`src/verilog/iface_sel_consts.svh`:
```
`ifndef IFACE_SEL_CONSTS_SVH
`define IFACE_SEL_CONSTS_SVH
// Clock rate in kHz and derived cycle counts.
// Sized to 64 bits so that the settling count does not overflow 32-bit arithmetic.
`define CLK_KHZ          64'h3D090
`define SAMPLE_WINDOW_MS 64'h3E8
`define SETTLE_MS        64'h7530
`define SAMPLE_CYCLES    (`CLK_KHZ * `SAMPLE_WINDOW_MS)
`define SETTLE_CYCLES    (`CLK_KHZ * `SETTLE_MS)
`define SYNC_STAGES      2
`endif

```
`src/verilog/iface_sel_pkg.sv`:
```
package iface_sel_pkg;
    typedef enum logic {
        IF_ASYNC,
        IF_TWOWIRE
    } iface_t;
    typedef enum logic [1:0] {
        ST_SAMPLING,
        ST_SETTLING,
        ST_RUNNING,
        ST_DORMANT
    } phase_t;
endpackage : iface_sel_pkg

```
`src/verilog/interface_select_sleep_control.sv`:
```
// Behaviour
// - Within one second of power-on the select pin level is sampled to pick the interface.
// - A high or floating select level makes the select pin a pulse output and enables async serial.
// - A low select level disables the pulse output and enables the two-wire interface.
// - The pulse output is active low, the measured value lying in its low portion.
// - A high or floating sleep input means normal operation, a low one means dormancy.
// - Dormancy stops the fan and waking requires a 30 second settling time before valid data.
// - The transmit/clock pin is serial transmit in async mode and bus clock in two-wire mode.
// - The receive/data pin is serial receive in async mode and bidirectional bus data in two-wire.
// - A low reset input resets the device, a high or floating one lets it run.
`timescale 1ns/10ps
`default_nettype none
`include "iface_sel_consts.svh"
module interface_select_sleep_control #(
    parameter longint unsigned SAMPLE_CYCLES = `SAMPLE_CYCLES,
    parameter longint unsigned SETTLE_CYCLES = `SETTLE_CYCLES
) (
    // Clock and power-on reset.
    input  wire logic clock,
    input  wire logic srst,
    // Control pins from the host.
    input  wire logic resetPin_n,
    input  wire logic sleepPin_n,
    // Select / pulse-width pin.
    input  wire logic selIn,
    output logic      selOut,
    output logic      selOe,
    // Receive/data pin.
    input  wire logic rxdIn,
    output logic      rxdOut,
    output logic      rxdOe,
    // Transmit/clock pin.
    input  wire logic txcIn,
    output logic      txcOut,
    output logic      txcOe,
    // Internal async serial side.
    input  wire logic uartTx,
    output logic      uartRx,
    // Internal two-wire side.
    input  wire logic sdaDrive_n,
    input  wire logic sclDrive_n,
    output logic      sdaLevel,
    output logic      sclLevel,
    // Internal pulse generator, high means the active part.
    input  wire logic pulseActive,
    // Status toward the core.
    output logic      twoWireMode,
    output logic      selDone,
    output logic      fanOn,
    output logic      dataValid
);
    localparam int CW = 34;

    logic [4:0]                 syncd;
    logic                       txcLvl;
    logic                       rstLvl;
    logic                       sleepLvl;
    logic                       selLvl;
    logic                       rxdLvl;
    logic                       coreRst;
    logic [CW-1:0]              count;
    iface_sel_pkg::iface_t      iface;
    iface_sel_pkg::phase_t      phase;

    if (SAMPLE_CYCLES < 1 || SETTLE_CYCLES < 1) begin : g_bad_count
        $error("counts must be at least one cycle");
    end

    // The shared counter must reach both terminal counts.
    if (SAMPLE_CYCLES > (64'h1 << CW) || SETTLE_CYCLES > (64'h1 << CW)) begin : g_bad_range
        $error("counts do not fit the cycle counter");
    end

    // The clock line is a pin too, so it is synchronised like the others.
    pin_sync #(
        .WIDTH(5)
    ) u_sync (
        .clock (clock),
        .srst  (srst),
        .pinIn ({resetPin_n, sleepPin_n, selIn, rxdIn, txcIn}),
        .pinOut(syncd)
    );

    assign rstLvl   = syncd[4];
    assign sleepLvl = syncd[3];
    assign selLvl   = syncd[2];
    assign rxdLvl   = syncd[1];
    assign txcLvl   = syncd[0];

    assign coreRst = srst || !rstLvl;

    // Phase sequencing with one shared cycle counter.
    always_ff @(posedge clock) begin
        if (coreRst) begin
            phase <= iface_sel_pkg::ST_SAMPLING;
            count <= '0;
        end else begin
            unique case (phase)
                iface_sel_pkg::ST_SAMPLING: begin
                    if (count >= CW'(SAMPLE_CYCLES - 1)) begin
                        phase <= iface_sel_pkg::ST_SETTLING;
                        count <= '0;
                    end else begin
                        count <= count + 1'b1;
                    end
                end
                iface_sel_pkg::ST_SETTLING: begin
                    if (!sleepLvl) begin
                        phase <= iface_sel_pkg::ST_DORMANT;
                        count <= '0;
                    end else if (count >= CW'(SETTLE_CYCLES - 1)) begin
                        phase <= iface_sel_pkg::ST_RUNNING;
                    end else begin
                        count <= count + 1'b1;
                    end
                end
                iface_sel_pkg::ST_RUNNING: begin
                    if (!sleepLvl) begin
                        phase <= iface_sel_pkg::ST_DORMANT;
                    end
                end
                iface_sel_pkg::ST_DORMANT: begin
                    count <= '0;
                    if (sleepLvl) begin
                        phase <= iface_sel_pkg::ST_SETTLING;
                    end
                end
            endcase
        end
    end

    always_ff @(posedge clock) begin
        if (coreRst) begin
            iface   <= iface_sel_pkg::IF_ASYNC;
            selDone <= 1'b0;
        end else if (phase == iface_sel_pkg::ST_SAMPLING
                     && count >= CW'(SAMPLE_CYCLES - 1)) begin
            iface   <= selLvl ? iface_sel_pkg::IF_ASYNC : iface_sel_pkg::IF_TWOWIRE;
            selDone <= 1'b1;
        end
    end

    always_ff @(posedge clock) begin
        if (coreRst) begin
            fanOn     <= 1'b1;
            dataValid <= 1'b0;
        end else begin
            fanOn     <= phase != iface_sel_pkg::ST_DORMANT;
            dataValid <= phase == iface_sel_pkg::ST_RUNNING;
        end
    end

    // Pin steering; select pin is input until the choice is made.
    always_ff @(posedge clock) begin
        if (coreRst) begin
            twoWireMode <= 1'b0;
            selOut      <= 1'b1;
            selOe       <= 1'b0;
            rxdOut      <= 1'b0;
            rxdOe       <= 1'b0;
            txcOut      <= 1'b1;
            txcOe       <= 1'b0;
            uartRx      <= 1'b1;
            sdaLevel    <= 1'b1;
            sclLevel    <= 1'b1;
        end else if (iface == iface_sel_pkg::IF_TWOWIRE) begin
            twoWireMode <= 1'b1;
            selOut      <= 1'b1;
            selOe       <= 1'b0;
            rxdOut      <= 1'b0;
            rxdOe       <= !sdaDrive_n;
            sdaLevel    <= rxdLvl;
            txcOut      <= 1'b0;
            txcOe       <= !sclDrive_n;
            sclLevel    <= txcLvl;
            uartRx      <= 1'b1;
        end else begin
            twoWireMode <= 1'b0;
            selOut      <= !pulseActive;
            selOe       <= selDone;
            rxdOut      <= 1'b0;
            rxdOe       <= 1'b0;
            uartRx      <= rxdLvl;
            txcOut      <= uartTx;
            txcOe       <= selDone;
            sdaLevel    <= 1'b1;
            sclLevel    <= 1'b1;
        end
    end
endmodule : interface_select_sleep_control
`default_nettype wire

```
`src/verilog/pin_sync.sv`:
```
`timescale 1ns/10ps
`default_nettype none
module pin_sync #(
    parameter int WIDTH = 4
) (
    // Clock and reset.
    input  wire logic             clock,
    input  wire logic             srst,
    // Pins in and synchronised levels out.
    input  wire logic [WIDTH-1:0] pinIn,
    output logic      [WIDTH-1:0] pinOut
);
    logic [WIDTH-1:0] stage1;

    if (WIDTH < 1) begin : g_bad_width
        $error("pin_sync: WIDTH must be at least 1");
    end

    // Reset to high, the level of a pulled-up floating pin.
    genvar i;
    generate
        for (i = 0; i < WIDTH; i++) begin : g_bit
            always_ff @(posedge clock) begin
                if (srst) begin
                    stage1[i] <= 1'b1;
                    pinOut[i] <= 1'b1;
                end else begin
                    stage1[i] <= pinIn[i];
                    pinOut[i] <= stage1[i];
                end
            end
        end
    endgenerate
endmodule : pin_sync
`default_nettype wire
```
`config.mk`:
```
export PLATFORM = sky130hd
export DESIGN_NAME = interface_select_sleep_control
export DESIGN_NICKNAME = d
export VERILOG_FILES = /design/src/verilog/iface_sel_pkg.sv /design/src/verilog/interface_select_sleep_control.sv /design/src/verilog/pin_sync.sv
export VERILOG_INCLUDE_DIRS = /design/src /design/src/verilog
export SDC_FILE = /design/constraint.sdc
export NUM_CORES = 1
export LEC_CHECK = 0
export ABC_AREA = 1
export BUFFER_PORTS_ARGS = -buffer_cell sky130_fd_sc_hd__clkbuf_2
export CAP_MARGIN = 40
export CORE_UTILIZATION = 55
export CTS_BUF_LIST = sky130_fd_sc_hd__clkbuf_16
export DETAILED_ROUTE_END_ITERATION = 16
export PLACE_DENSITY = 0.74
export SYNTH_ARGS = -nofsm -noshare
export SYNTH_HDL_FRONTEND = slang
export SYNTH_SLANG_ARGS = --single-unit
```
`constraint.sdc`:
```
create_clock -name clock -period 1.6 [get_ports clock]
set_input_delay 0.08 -clock clock [delete_from_list [all_inputs] [get_ports clock]]
set_output_delay 0.08 -clock clock [all_outputs]
set_load 0.02 [all_outputs]
```
==> run metrics, run 1 <==
WP data arrival=roughly 2.0 ns; nets=740; relative slew slack=52.3%; via count=4,455; Clock power frac=54.8%; # DRC=0; kind of critical path=reg2reg; n_diodes=0; most frequent cells in the layout=nand2_1 (127), buf_4 (106), inv_1 (69), nor2_1 (65), nand3_1 (45); Synth area leader=dfxtp_1; Worst-Skew Late Latency=0.33 ns; worst vdd ir=673 µV; Cell Area, Synth=3740 µm²; CTS Sinks=59; storage element area=around 1200 µm²; Final min period=1.84 ns; H-tree Lvls=3; Synth top area share=31.6%; CTS tree=done; clk_skew=0.00592 ns; total iterations of the first detailed-routing run=5; Final Setup Violations=37; post-layout util=85.6%; Mean Syn Cell Area=~6.5 µm²; max-cap violations=0; most common cell after layout, fill and taps aside=nand2_1; Worst Path Required=1.81 ns; remaining global-route overflow=0; footprint of the multi-input gates=2440 µm²; final hold vios=0; status=finished, violations left; Pwr per Cell Area=666 nW/µm²; Fillers=366; hold path endpoint=u_sync.pinOut[1]$_SDFF_PP1_; Comb pwr share=under 10%; Synth warnings=0; row cnt=29; Die Span Y=84.4 µm; Leakage=2.51 nW; vias in the first global route=roughly 4,400; initial antenna violation count=0; average wire per standard cell=between 15 and 20 µm; cts bufs inserted=9; R2R depth=11; worst hold start=srst; maximum root-to-sink buffer count=2; RSZ-0062 raised after global routing=true; share of cells above drive strength 1=42.8%; Sw Pwr=roughly 0.9 mW; R2R Setup Slk=-0.24 ns; Hold Path Class=in2reg; Critical R2R Launch=count[23]$_SDFFE_PP0P_; total negative setup slack=-5.63 ns; Setup WS post-layout=-0.236 ns; Max Slew Vio Count=0; DIE AREA=7130 µm²; Placed Cells=774; Post-DRT Antenna Nets=0; Die W=84.4 µm; cell count after synthesis=574; Synth Register Bits=59; Synth-to-Final Area Change=47.9%; GRT Util Overall=36.9%; Area contributors post-synth=dfxtp_1 (32%), nand2_1 (14%), nor2_1 (8.6%); startpoint types=flop; Tightest Pin Transition=0.715 ns; final period utilization=115%; DR vias/cell=5.53; I/O Pins=24; largest net degree at the start of global routing=18; post-DP HPWL=8.65 mm; first-pass GRT wire length=between 20 and 25 mm; Worst Setup End Kind=flop; register area share after synthesis=31.6%; CTS Root Cell=clkbuf_16; Worst R2R End=count[28]$_SDFFE_PP0P_; Switching Fraction=between 20% and 30%; Clock Pin Slew Worst Setup and Hold Paths=0.06 ns; Max Clock Freq=545 MHz; fin cells=806; Synthesized Nets=590; Flop pwr share=roughly two fifths; placeable core area=between 6000 and 7000 µm²; Worst Hold Depth=2; drt first-iter violations=303; Initial Utilization=57.9%; failing checks=negative setup slack; total wire length=approximately 13 mm; Internal=2.79 mW; Tot Pwr=3.68 mW; Port Buffers=22; Max FO, Critical Path=4; distinct cell type count after synthesis=39; GPL Wtd Cong=0.943
[repair_timing]
item,in CTS,in global routing
gates resized for setup,67,43
buffers inserted,3,3
gates cloned,1,0
endpoints found under the setup margin,36,38
pin swaps,14,12
hold buffers,9,0
endpoints found under the hold margin,9,0
[power by group through the flow]
stage / Sequential, mW / Clock (mW) / Combinational [mW]
global placement: 1.53 / 0 / 0.129
detailed placement: 1.53 / 0 / 0.135
floorplan: 1.54 / 0 / 0.0744
finish: 1.50 / 2.02 / 0.165
global route: 1.50 / 2.08 / 0.179
CTS: 1.50 / 2.02 / 0.159
[how the worst max path moves through the flow]
stage	start	end
floorplan	count[0]$_SDFFE_PP0P_	count[24]$_SDFFE_PP0P_
global placement	count[1]$_SDFFE_PP0P_	count[26]$_SDFFE_PP0P_
detailed placement	count[1]$_SDFFE_PP0P_	count[20]$_SDFFE_PP0P_
CTS	count[11]$_SDFFE_PP0P_	count[29]$_SDFFE_PP0P_
global route	count[23]$_SDFFE_PP0P_	count[28]$_SDFFE_PP0P_
finish	count[23]$_SDFFE_PP0P_	count[28]$_SDFFE_PP0P_
[layout make-up]
class | count | share of cell area [%]
multi-input cells | 423 | 44.1
flip-flops and latches | 59 | 22.0
repair buffers | 151 | 21.2
inverters | 80 | 5.43
clock buffers | 9 | 4.07
well taps | 77 | 1.74
clock inverters | 7 | 1.49
[synth_stat cells (all sizes together)]
cell    number
nand2      162
nor2        95
inv         79
dfxtp       59
nand3       58
a21oi       26
nand4       20
o21ai       16
nor3        13
or2         11
buf          7
xor2         7
clkbuf       6
ha           5
nor4         3
and3         1
clkinv       1
conb         1
mux2i        1
nand3b       1
o21bai       1
o22ai        1
[metal layers]
layer,wire (µm),track usage [%],vias up
li1,-,-,2128
met1,5080,43.5,2060
met2,6390,65.9,208
met3,823,4.33,59
met4,665,19.6,0
met5,0,0,-
[registers in the layout, summed over array words and instances (netlist names), 2 cells and up]
name,count
u_sync.stage1,5
u_sync.pinOut,5
phase,2
count,34
[worst max-delay path: stages (launching register included)]
cell	delay (ns)
dfxtp_2	0.36
nand2_1	0.11
buf_4	0.16
nor2_1	0.15
inv_1	0.12
nor3_2	0.31
buf_4	0.17
nand3_1	0.06
nand3_1	0.09
nor2_1	0.04
nand2_1	0.09
a21oi_2	0.06
[per-stage QoR]
step	instance area [µm²]	hold slack, ns	setup WS [ns]
floorplan	3760	0.149	-0.0157
global placement	4740	0.235	-0.179
detailed placement	4740	0.238	-0.186
CTS	5380	0.0731	-0.151
global route	5530	0.0969	-0.321
finish	5530	0.0861	-0.236
[logic make-up after synthesis]
| family | share of synthesized area (%) |
|---|---|
| other | 0.100 |
| AOI/OAI and AO/OA | 7.80 |
| buffers and inverters | 10.6 |
| muxes | 0.268 |
| xor gates and xnor gates | 1.84 |
| adders and majority gates | 1.67 |
| DFF | 31.6 |
| and+or+nand+nor | 46.1 |
No activity file was read; power rests on OpenSTA's default activity.
==> inputs of run 2 (changes only) <==
--- a/config.mk
+++ b/config.mk
@@ -13,6 +13,7 @@
 export CTS_BUF_LIST = sky130_fd_sc_hd__clkbuf_16
 export DETAILED_ROUTE_END_ITERATION = 16
 export PLACE_DENSITY = 0.74
+export SLEW_MARGIN = 25
 export SYNTH_ARGS = -nofsm -noshare
 export SYNTH_HDL_FRONTEND = slang
 export SYNTH_SLANG_ARGS = --single-unit
==> constraint.sdc (replaced) <==
create_clock -name clock -period 1.6 [get_ports clock]
set_input_delay 0.32 -clock clock [delete_from_list [all_inputs] [get_ports clock]]
set_output_delay 0.32 -clock clock [all_outputs]
set_load 0.02 [all_outputs]
==> run 2 against run 1 <==
- the run still ends with negative setup slack left
- count of clock-buffer cells in the layout did not move
- total power rose by 1.8%
- hold slack improved by 0.066 ns
- die area did not move
- final area rose by 7.8%
- maximum frequency fell by 12%
- worst setup slack got worse by 0.26 ns
- critical path depth rose by 1
- sequential share of layout area fell by 1.0 points
- sequential power barely moved
- wire length rose by 36%
- sequential cell count did not move
- largest cell class unchanged
==> run metrics, run 2 (same netlist as run 1, synthesis figures left out) <==
total negative setup slack=-11.65 ns (-6.02 ns); n_diodes=0 (unchanged); row cnt=29 (unchanged); failing checks=negative setup slack; maximum root-to-sink buffer count=2 (unchanged); Worst Setup End Kind=flop; Hold Path Class=in2reg; Clock Pin Slew Worst Setup and Hold Paths=0.06 ns (about the same); fin cells=812 (+0.74%); Initial Utilization=57.9% (unchanged); total wire length=17.7 mm (+36%); Die Span Y=84.4 µm (unchanged); Die W=84.4 µm (unchanged); DIE AREA=7130 µm² (unchanged); Max Clock Freq=478 MHz (-12%); GPL Wtd Cong=0.904 (-4.1%); worst vdd ir=818 µV (+22%); vias in the first global route=4,408 (+0.091%); cts bufs inserted=9 (unchanged); post-DP HPWL=8.49 mm (-1.9%); drt first-iter violations=654 (+120%); most frequent cells in the layout=buf_4 (114), nand2_1 (110), inv_1 (67), nor2_1 (54), nand3_1 (38); WP data arrival=2.34 ns (+0.30 ns); kind of critical path=reg2reg; final hold vios=0 (unchanged); nets=746 (+0.81%); Worst-Skew Late Latency=0.35 ns (+0.02 ns); Final Setup Violations=38 (+2.7%); Max FO, Critical Path=8 (+4); Worst path max stage delay=0.30 ns (-0.06 ns); Tot Pwr=3.75 mW (+1.8%); via count=5,162 (+16%); slowest CP cell=dfxtp_1; most common cell after layout, fill and taps aside=buf_4; max reg flops=34 (unchanged); hold buffer count at CTS=0 (-9); largest register by flop count=count; # DRC=0 (unchanged); clk_skew=0.0121 ns (+0.00621 ns); Placed Cells=766 (-1.0%); critical path's top delay family=simple AND/OR/NAND/NOR gates; placeable core area=6460 µm² (unchanged); DR vias/cell=6.36 (+15%); Port Buffers=22 (unchanged); CTS tree=done; Buf+Inv Stages, Crit Path=2 (-1); largest net degree at the start of global routing=17 (-1); startpoint types=flop; CTS Root Cell=clkbuf_16; initial antenna violation count=0 (unchanged); Setup WS post-layout=-0.494 ns (-0.258 ns); Post-DRT Antenna Nets=0 (unchanged); I/O Pins=24 (unchanged); RSZ-0062 raised after global routing=true; total iterations of the first detailed-routing run=7 (+2); Max Slew Vio Count=0 (unchanged); post-layout util=92.3% (+6.7 points); Synth-to-Final Area Change=59.4%; status=finished, violations left; max-cap violations=0 (unchanged); Pwr per Cell Area=629 nW/µm² (-5.6%); GRT Util Overall=37.3% (+0.39 points); CTS Sinks=59 (unchanged); crit-path cells=inv_1 > nand2_1 > nor2_1 > nand3_2 > nor2_2 > nor2_4 > nand3_4 > nand2_4 > nand2_8 > buf_6 > nand2_2 > a21oi_2; first-pass GRT wire length=20.5 mm (-0.23%); average wire per standard cell=21.8 µm (+35%); Largest regs=count: 34 flops, u_sync.pinOut: 5 flops, u_sync.stage1: 5 flops; Final min period=2.09 ns (+0.258 ns); final period utilization=131% (+16 points); Worst Path Required=1.85 ns (+0.04 ns); remaining global-route overflow=0 (unchanged); share of cells above drive strength 1=51.8% (+9.0 points); Leakage=2.85 nW (+14%); H-tree Lvls=3 (unchanged)
[run 2: changes by cell type in the layout (fill, tap and decap cells not counted), sizes merged]
| cell | change |
|---|---|
| buf | +14 |
| clkbuf | +2 |
| clkinv | -1 |
| nand2 | -1 |
| dlygate4sd3 | -9 |
| clkinvlp | +1 |
[run 2: power breakdown]
group,total (mW),switching [mW],internal (mW)
clock network,2.09,0.859,1.23
logic,0.171,0.105,0.0666
registers,1.48,0.0136,1.47
[run 2: area by class of cell]
type,instances,area [µm²]
Sequential cell,59,1250
Clock buffer,9,225
Timing Repair Buffer,158,1290
Tap cell,77,96.3
Clock inverter,7,83.8
Fill cell,241,499
Inverter,80,305
Multi-Input combinational cell,422,2700
[run 2: through the flow]
stage | setup slack, ns | hold WS [ns] | area, µm²
final | -0.494 | 0.152 | 5960
after global routing | -0.503 | 0.153 | 5960
after CTS | -0.132 | 0.137 | 5380
after detailed placement | -0.183 | 0.395 | 4720
after global placement | -0.179 | 0.391 | 4720
after floorplan | -0.0157 | 0.389 | 3760
[run 2: what timing repair did]
item                       CTS  global route
gates resized for setup     88           114
pin swaps                   15            46
setup buffers               14            14
cloned                       1             2
setup endpoints to repair   37            38
[run 2: path summary, 6_finish.rpt]
kind / start / end / slack [ns] / cells past startpoint
setup / recovery: count[33]$_SDFFE_PP0P_ / count[32]$_SDFFE_PP0P_ / -0.49 / 12
hold / removal: pulseActive / selOut$_SDFF_PP1_ / 0.15 / 2
setup reg to reg: count[33]$_SDFFE_PP0P_ / count[32]$_SDFFE_PP0P_ / -0.49 / 12
hold reg to reg: u_sync.stage1[1]$_SDFF_PP1_ / u_sync.pinOut[1]$_SDFF_PP1_ / 0.42 / 1
[run 2: routing by layer]
| metal | share of wire, % | global-route usage, % |
|---|---|---|
| met1 | 33 | 41.8 |
| met2 | 45 | 67.0 |
| met3 | 12 | 7.28 |
| met4 | 10 | 19.7 |
| met5 | 0 | 0 |
==> inputs of run 3 (changes only) <==
--- a/config.mk
+++ b/config.mk
@@ -7,13 +7,14 @@
 export NUM_CORES = 1
 export LEC_CHECK = 0
 export ABC_AREA = 1
-export BUFFER_PORTS_ARGS = -buffer_cell sky130_fd_sc_hd__clkbuf_2
 export CAP_MARGIN = 40
-export CORE_UTILIZATION = 55
+export CORE_UTILIZATION = 58
 export CTS_BUF_LIST = sky130_fd_sc_hd__clkbuf_16
 export DETAILED_ROUTE_END_ITERATION = 16
+export DONT_BUFFER_PORTS = 1
 export PLACE_DENSITY = 0.74
 export SLEW_MARGIN = 25
 export SYNTH_ARGS = -nofsm -noshare
 export SYNTH_HDL_FRONTEND = slang
+export SYNTH_HIERARCHICAL = 1
 export SYNTH_SLANG_ARGS = --single-unit
==> run 3 against run 2 <==
- the flow still finishes with violations (negative setup slack)
- combinational power increased to 5.7 times the previous value
- via count decreased by 2.1%
- first-iteration DRC count up 26%
- critical path depth unchanged
- clock power fell by 2%
- sequential cell count is the same
- maximum frequency increased by 1.5%
- register-to-register slack gained 0.03 ns
- largest power group unchanged
==> run metrics, run 3 <==
remaining global-route overflow=0 (unchanged); total iterations of the first detailed-routing run=6 (-1); RSZ-0062 raised after global routing=true; CTS Sinks=59 (unchanged); Fillers=261 (+8.3%); drt first-iter violations=826 (+26%); Final Setup Violations=38 (unchanged); H-tree Lvls=3 (unchanged); row cnt=28 (-3.4%); synth cell count leaders=nand2_1 (205), nor2_1 (102), nand3_1 (76); Synth top area share=31.5% (-0.13 points); Area contributors post-synth=dfxtp_1 (31%), nand2_1 (21%), nor2_1 (10%); DR vias/cell=6.37 (+0.23%); Setup WS post-layout=-0.463 ns (+0.0315 ns); n_diodes=0 (unchanged); worst vdd ir=1160 µV (+41%); total wire length=16.4 mm (-7.2%); failing checks=negative setup slack; # DRC=0 (unchanged); cell count after synthesis=626 (+9.1%); Cell Area, Synth=3750 µm² (+0.40%); GPL Wtd Cong=0.930 (+2.9%); Worst Setup End Kind=flop; clk_skew=0.0113 ns (-0.000840 ns); Die Span Y=82.4 µm (-2.4%); Max FO, Critical Path=8 (unchanged); Synth area leader=dfxtp_1; Worst-Skew Late Latency=0.34 ns (about the same); Synth Register Bits=59 (unchanged); largest register by flop count=count; average wire per standard cell=20.7 µm (-5.0%); maximum root-to-sink buffer count=2 (unchanged); final period utilization=129% (-2.0 points); Async SR Flop Fraction=0% (unchanged); Largest regs=count: 34 flops, u_sync/pinOut: 5 flops, u_sync/stage1: 5 flops; Post-Place Cell Area=4360 µm² (-7.5%); post-DP HPWL=7.48 mm (-12%); Max Slew Vio Count=0 (unchanged); GRT Util Overall=41.6% (+4.3 points); Clock Pin Slew Worst Setup and Hold Paths=0.06 ns (about the same); nets=730 (-2.1%); most frequent cells in the layout=nand2_1 (177), buf_4 (80), nor2_1 (69), inv_1 (65), nand3_1 (56); top_reg_cell synth=dfxtp_1; most common cell after layout, fill and taps aside=nand2_1; share of cells above drive strength 1=36.9% (-15 points); post-layout util=89.3% (-3.0 points); Pwr per Cell Area=854 nW/µm² (+36%); DIE AREA=6800 µm² (-4.7%); Hold Path Class=in2reg; kind of critical path=reg2reg; Synth-to-Final Area Change=45.0%; first-pass GRT wire length=20.8 mm (+1.8%); total negative setup slack=-12.70 ns (-1.05 ns); WP data arrival=2.32 ns (-0.02 ns); Mean Syn Cell Area=6.00 µm² (-7.9%); final hold vios=0 (unchanged); cell area after layout=5440 µm² (-8.7%); Die W=82.4 µm (-2.4%); Final min period=2.06 ns (-0.0315 ns); placeable core area=6100 µm² (-5.6%); I/O Pins=24 (unchanged); Worst Path Required=1.86 ns (about the same); register area share after synthesis=31.5% (-0.13 points); Synth warnings=6 (+6); via count=5,053 (-2.1%); startpoint types=flop; max-cap violations=0 (unchanged); vias in the first global route=4,422 (+0.32%); CTS tree=done; Post-synth EDFFs=0 (unchanged); Max Clock Freq=485 MHz (+1.5%); most common cell in the netlist=nand2_1; Initial Utilization=61.6% (+3.7 points); max reg flops=34 (unchanged); status=finished, violations left; initial antenna violation count=0 (unchanged); CTS Root Cell=clkbuf_16; hold buffer count at CTS=0 (unchanged); largest net degree at the start of global routing=30 (+13); Leakage=2.40 nW (-16%); distinct cell type count after synthesis=32 (-18%); Post-DRT Antenna Nets=0 (unchanged); cts bufs inserted=9 (unchanged); Port Buffers=0 (-100%); Synthesized Nets=643 (+9.0%)
## run 3: cell types whose count changed after synthesis, sizes merged, moves of 4 or more
| cell | change |
|---|---|
| xnor2 | +4 |
| o21ai | -13 |
| or2 | -10 |
| nand4 | -7 |
| clkbuf | +4 |
| nand2 | +49 |
| inv | -4 |
| nor3 | -7 |
| buf | +4 |
| nand3 | +22 |
| nor2 | +12 |
## run 3: layout make-up
cell class | instances | area [µm²] | area share [%]
well taps | 75 | 93.8 | 1.72
repair buffers | 95 | 855 | 15.7
multi-input cells | 473 | 2650 | 48.7
flip-flops and latches | 59 | 1250 | 22.9
clock buffers | 9 | 225 | 4.14
inverters | 75 | 285 | 5.24
clock inverters | 7 | 83.8 | 1.54
## run 3: through the flow
stage / setup WS, ns / power (mW) / std cells / hold slack, ns
final: -0.463 / 4.65 / 793 / 0.0555
after global routing: -0.486 / 4.74 / 793 / 0.0751
after global placement: -0.143 / 2.27 / 758 / 0.383
after detailed placement: -0.210 / 2.30 / 758 / 0.395
after CTS: -0.128 / 4.40 / 787 / 0.0573
after floorplan: -0.0243 / 2.11 / 626 / 0.380
## run 3: power by group
part / switching [mW] / leakage [nW] / total (mW) / internal [mW]
clock network: 0.815 / 0.149 / 2.05 / 1.24
registers: 0.0801 / 0.497 / 1.61 / 1.53
logic: 0.660 / 1.76 / 0.983 / 0.323
## run 3: metal layers
metal	vias up	global-route usage, %	part of all wire [%]
li1	2133	-	-
met1	2251	45.9	32
met2	499	70.5	46
met3	170	9.56	14
met4	0	28.9	8.4
met5	-	0	0
## run 3: critical path: stages (launching register included)
cell and delay [ns]:
dfxtp_2 0.35, inv_1 0.10, nand2_1 0.07, nor2_1 0.19, nand2_1 0.16, nor2_4 0.20, nand3_4 0.10, nand3_4 0.13
nand2_8 0.13, buf_12 0.19, nand4_1 0.13, nand2_1 0.11, nor2_1 0.13
## run 3: final timing paths
check | slack, ns | depth (start not counted) | startpoint | endpoint
min | 0.06 | 1 | sdaDrive_n | rxdOe$_SDFF_PP0_
min reg2reg | 0.43 | 2 | u_sync/stage1[4]$_SDFF_PP1_ | u_sync/pinOut[4]$_SDFF_PP1_
max | -0.46 | 12 | count[23]$_SDFFE_PP0P_ | count[27]$_SDFFE_PP0P_
max reg2reg | -0.46 | 12 | count[23]$_SDFFE_PP0P_ | count[27]$_SDFFE_PP0P_
## run 3: cells by family (layout without fill, tap and decap cells)
family                   after synthesis  after routing  share of synthesized area [%]
flip-flops                            59             59                           31.5
buffers and inverters                 96            186                           11.0
multiplexers                           1              1                          0.267
adder cells (fa/ha/maj)                6              6                           2.00
AO/OA/AOI/OAI                         30             30                           4.40
AND/OR/NAND/NOR                      422            424                           48.2
XOR/XNOR                              11             11                           2.57
other                                  1              1                         0.0999
## run 3: what timing repair did
item	in CTS	in global routing
gates cloned	4	2
endpoints found under the setup margin	37	38
pin swaps	18	22
buffers inserted	10	4
resized for setup	89	87
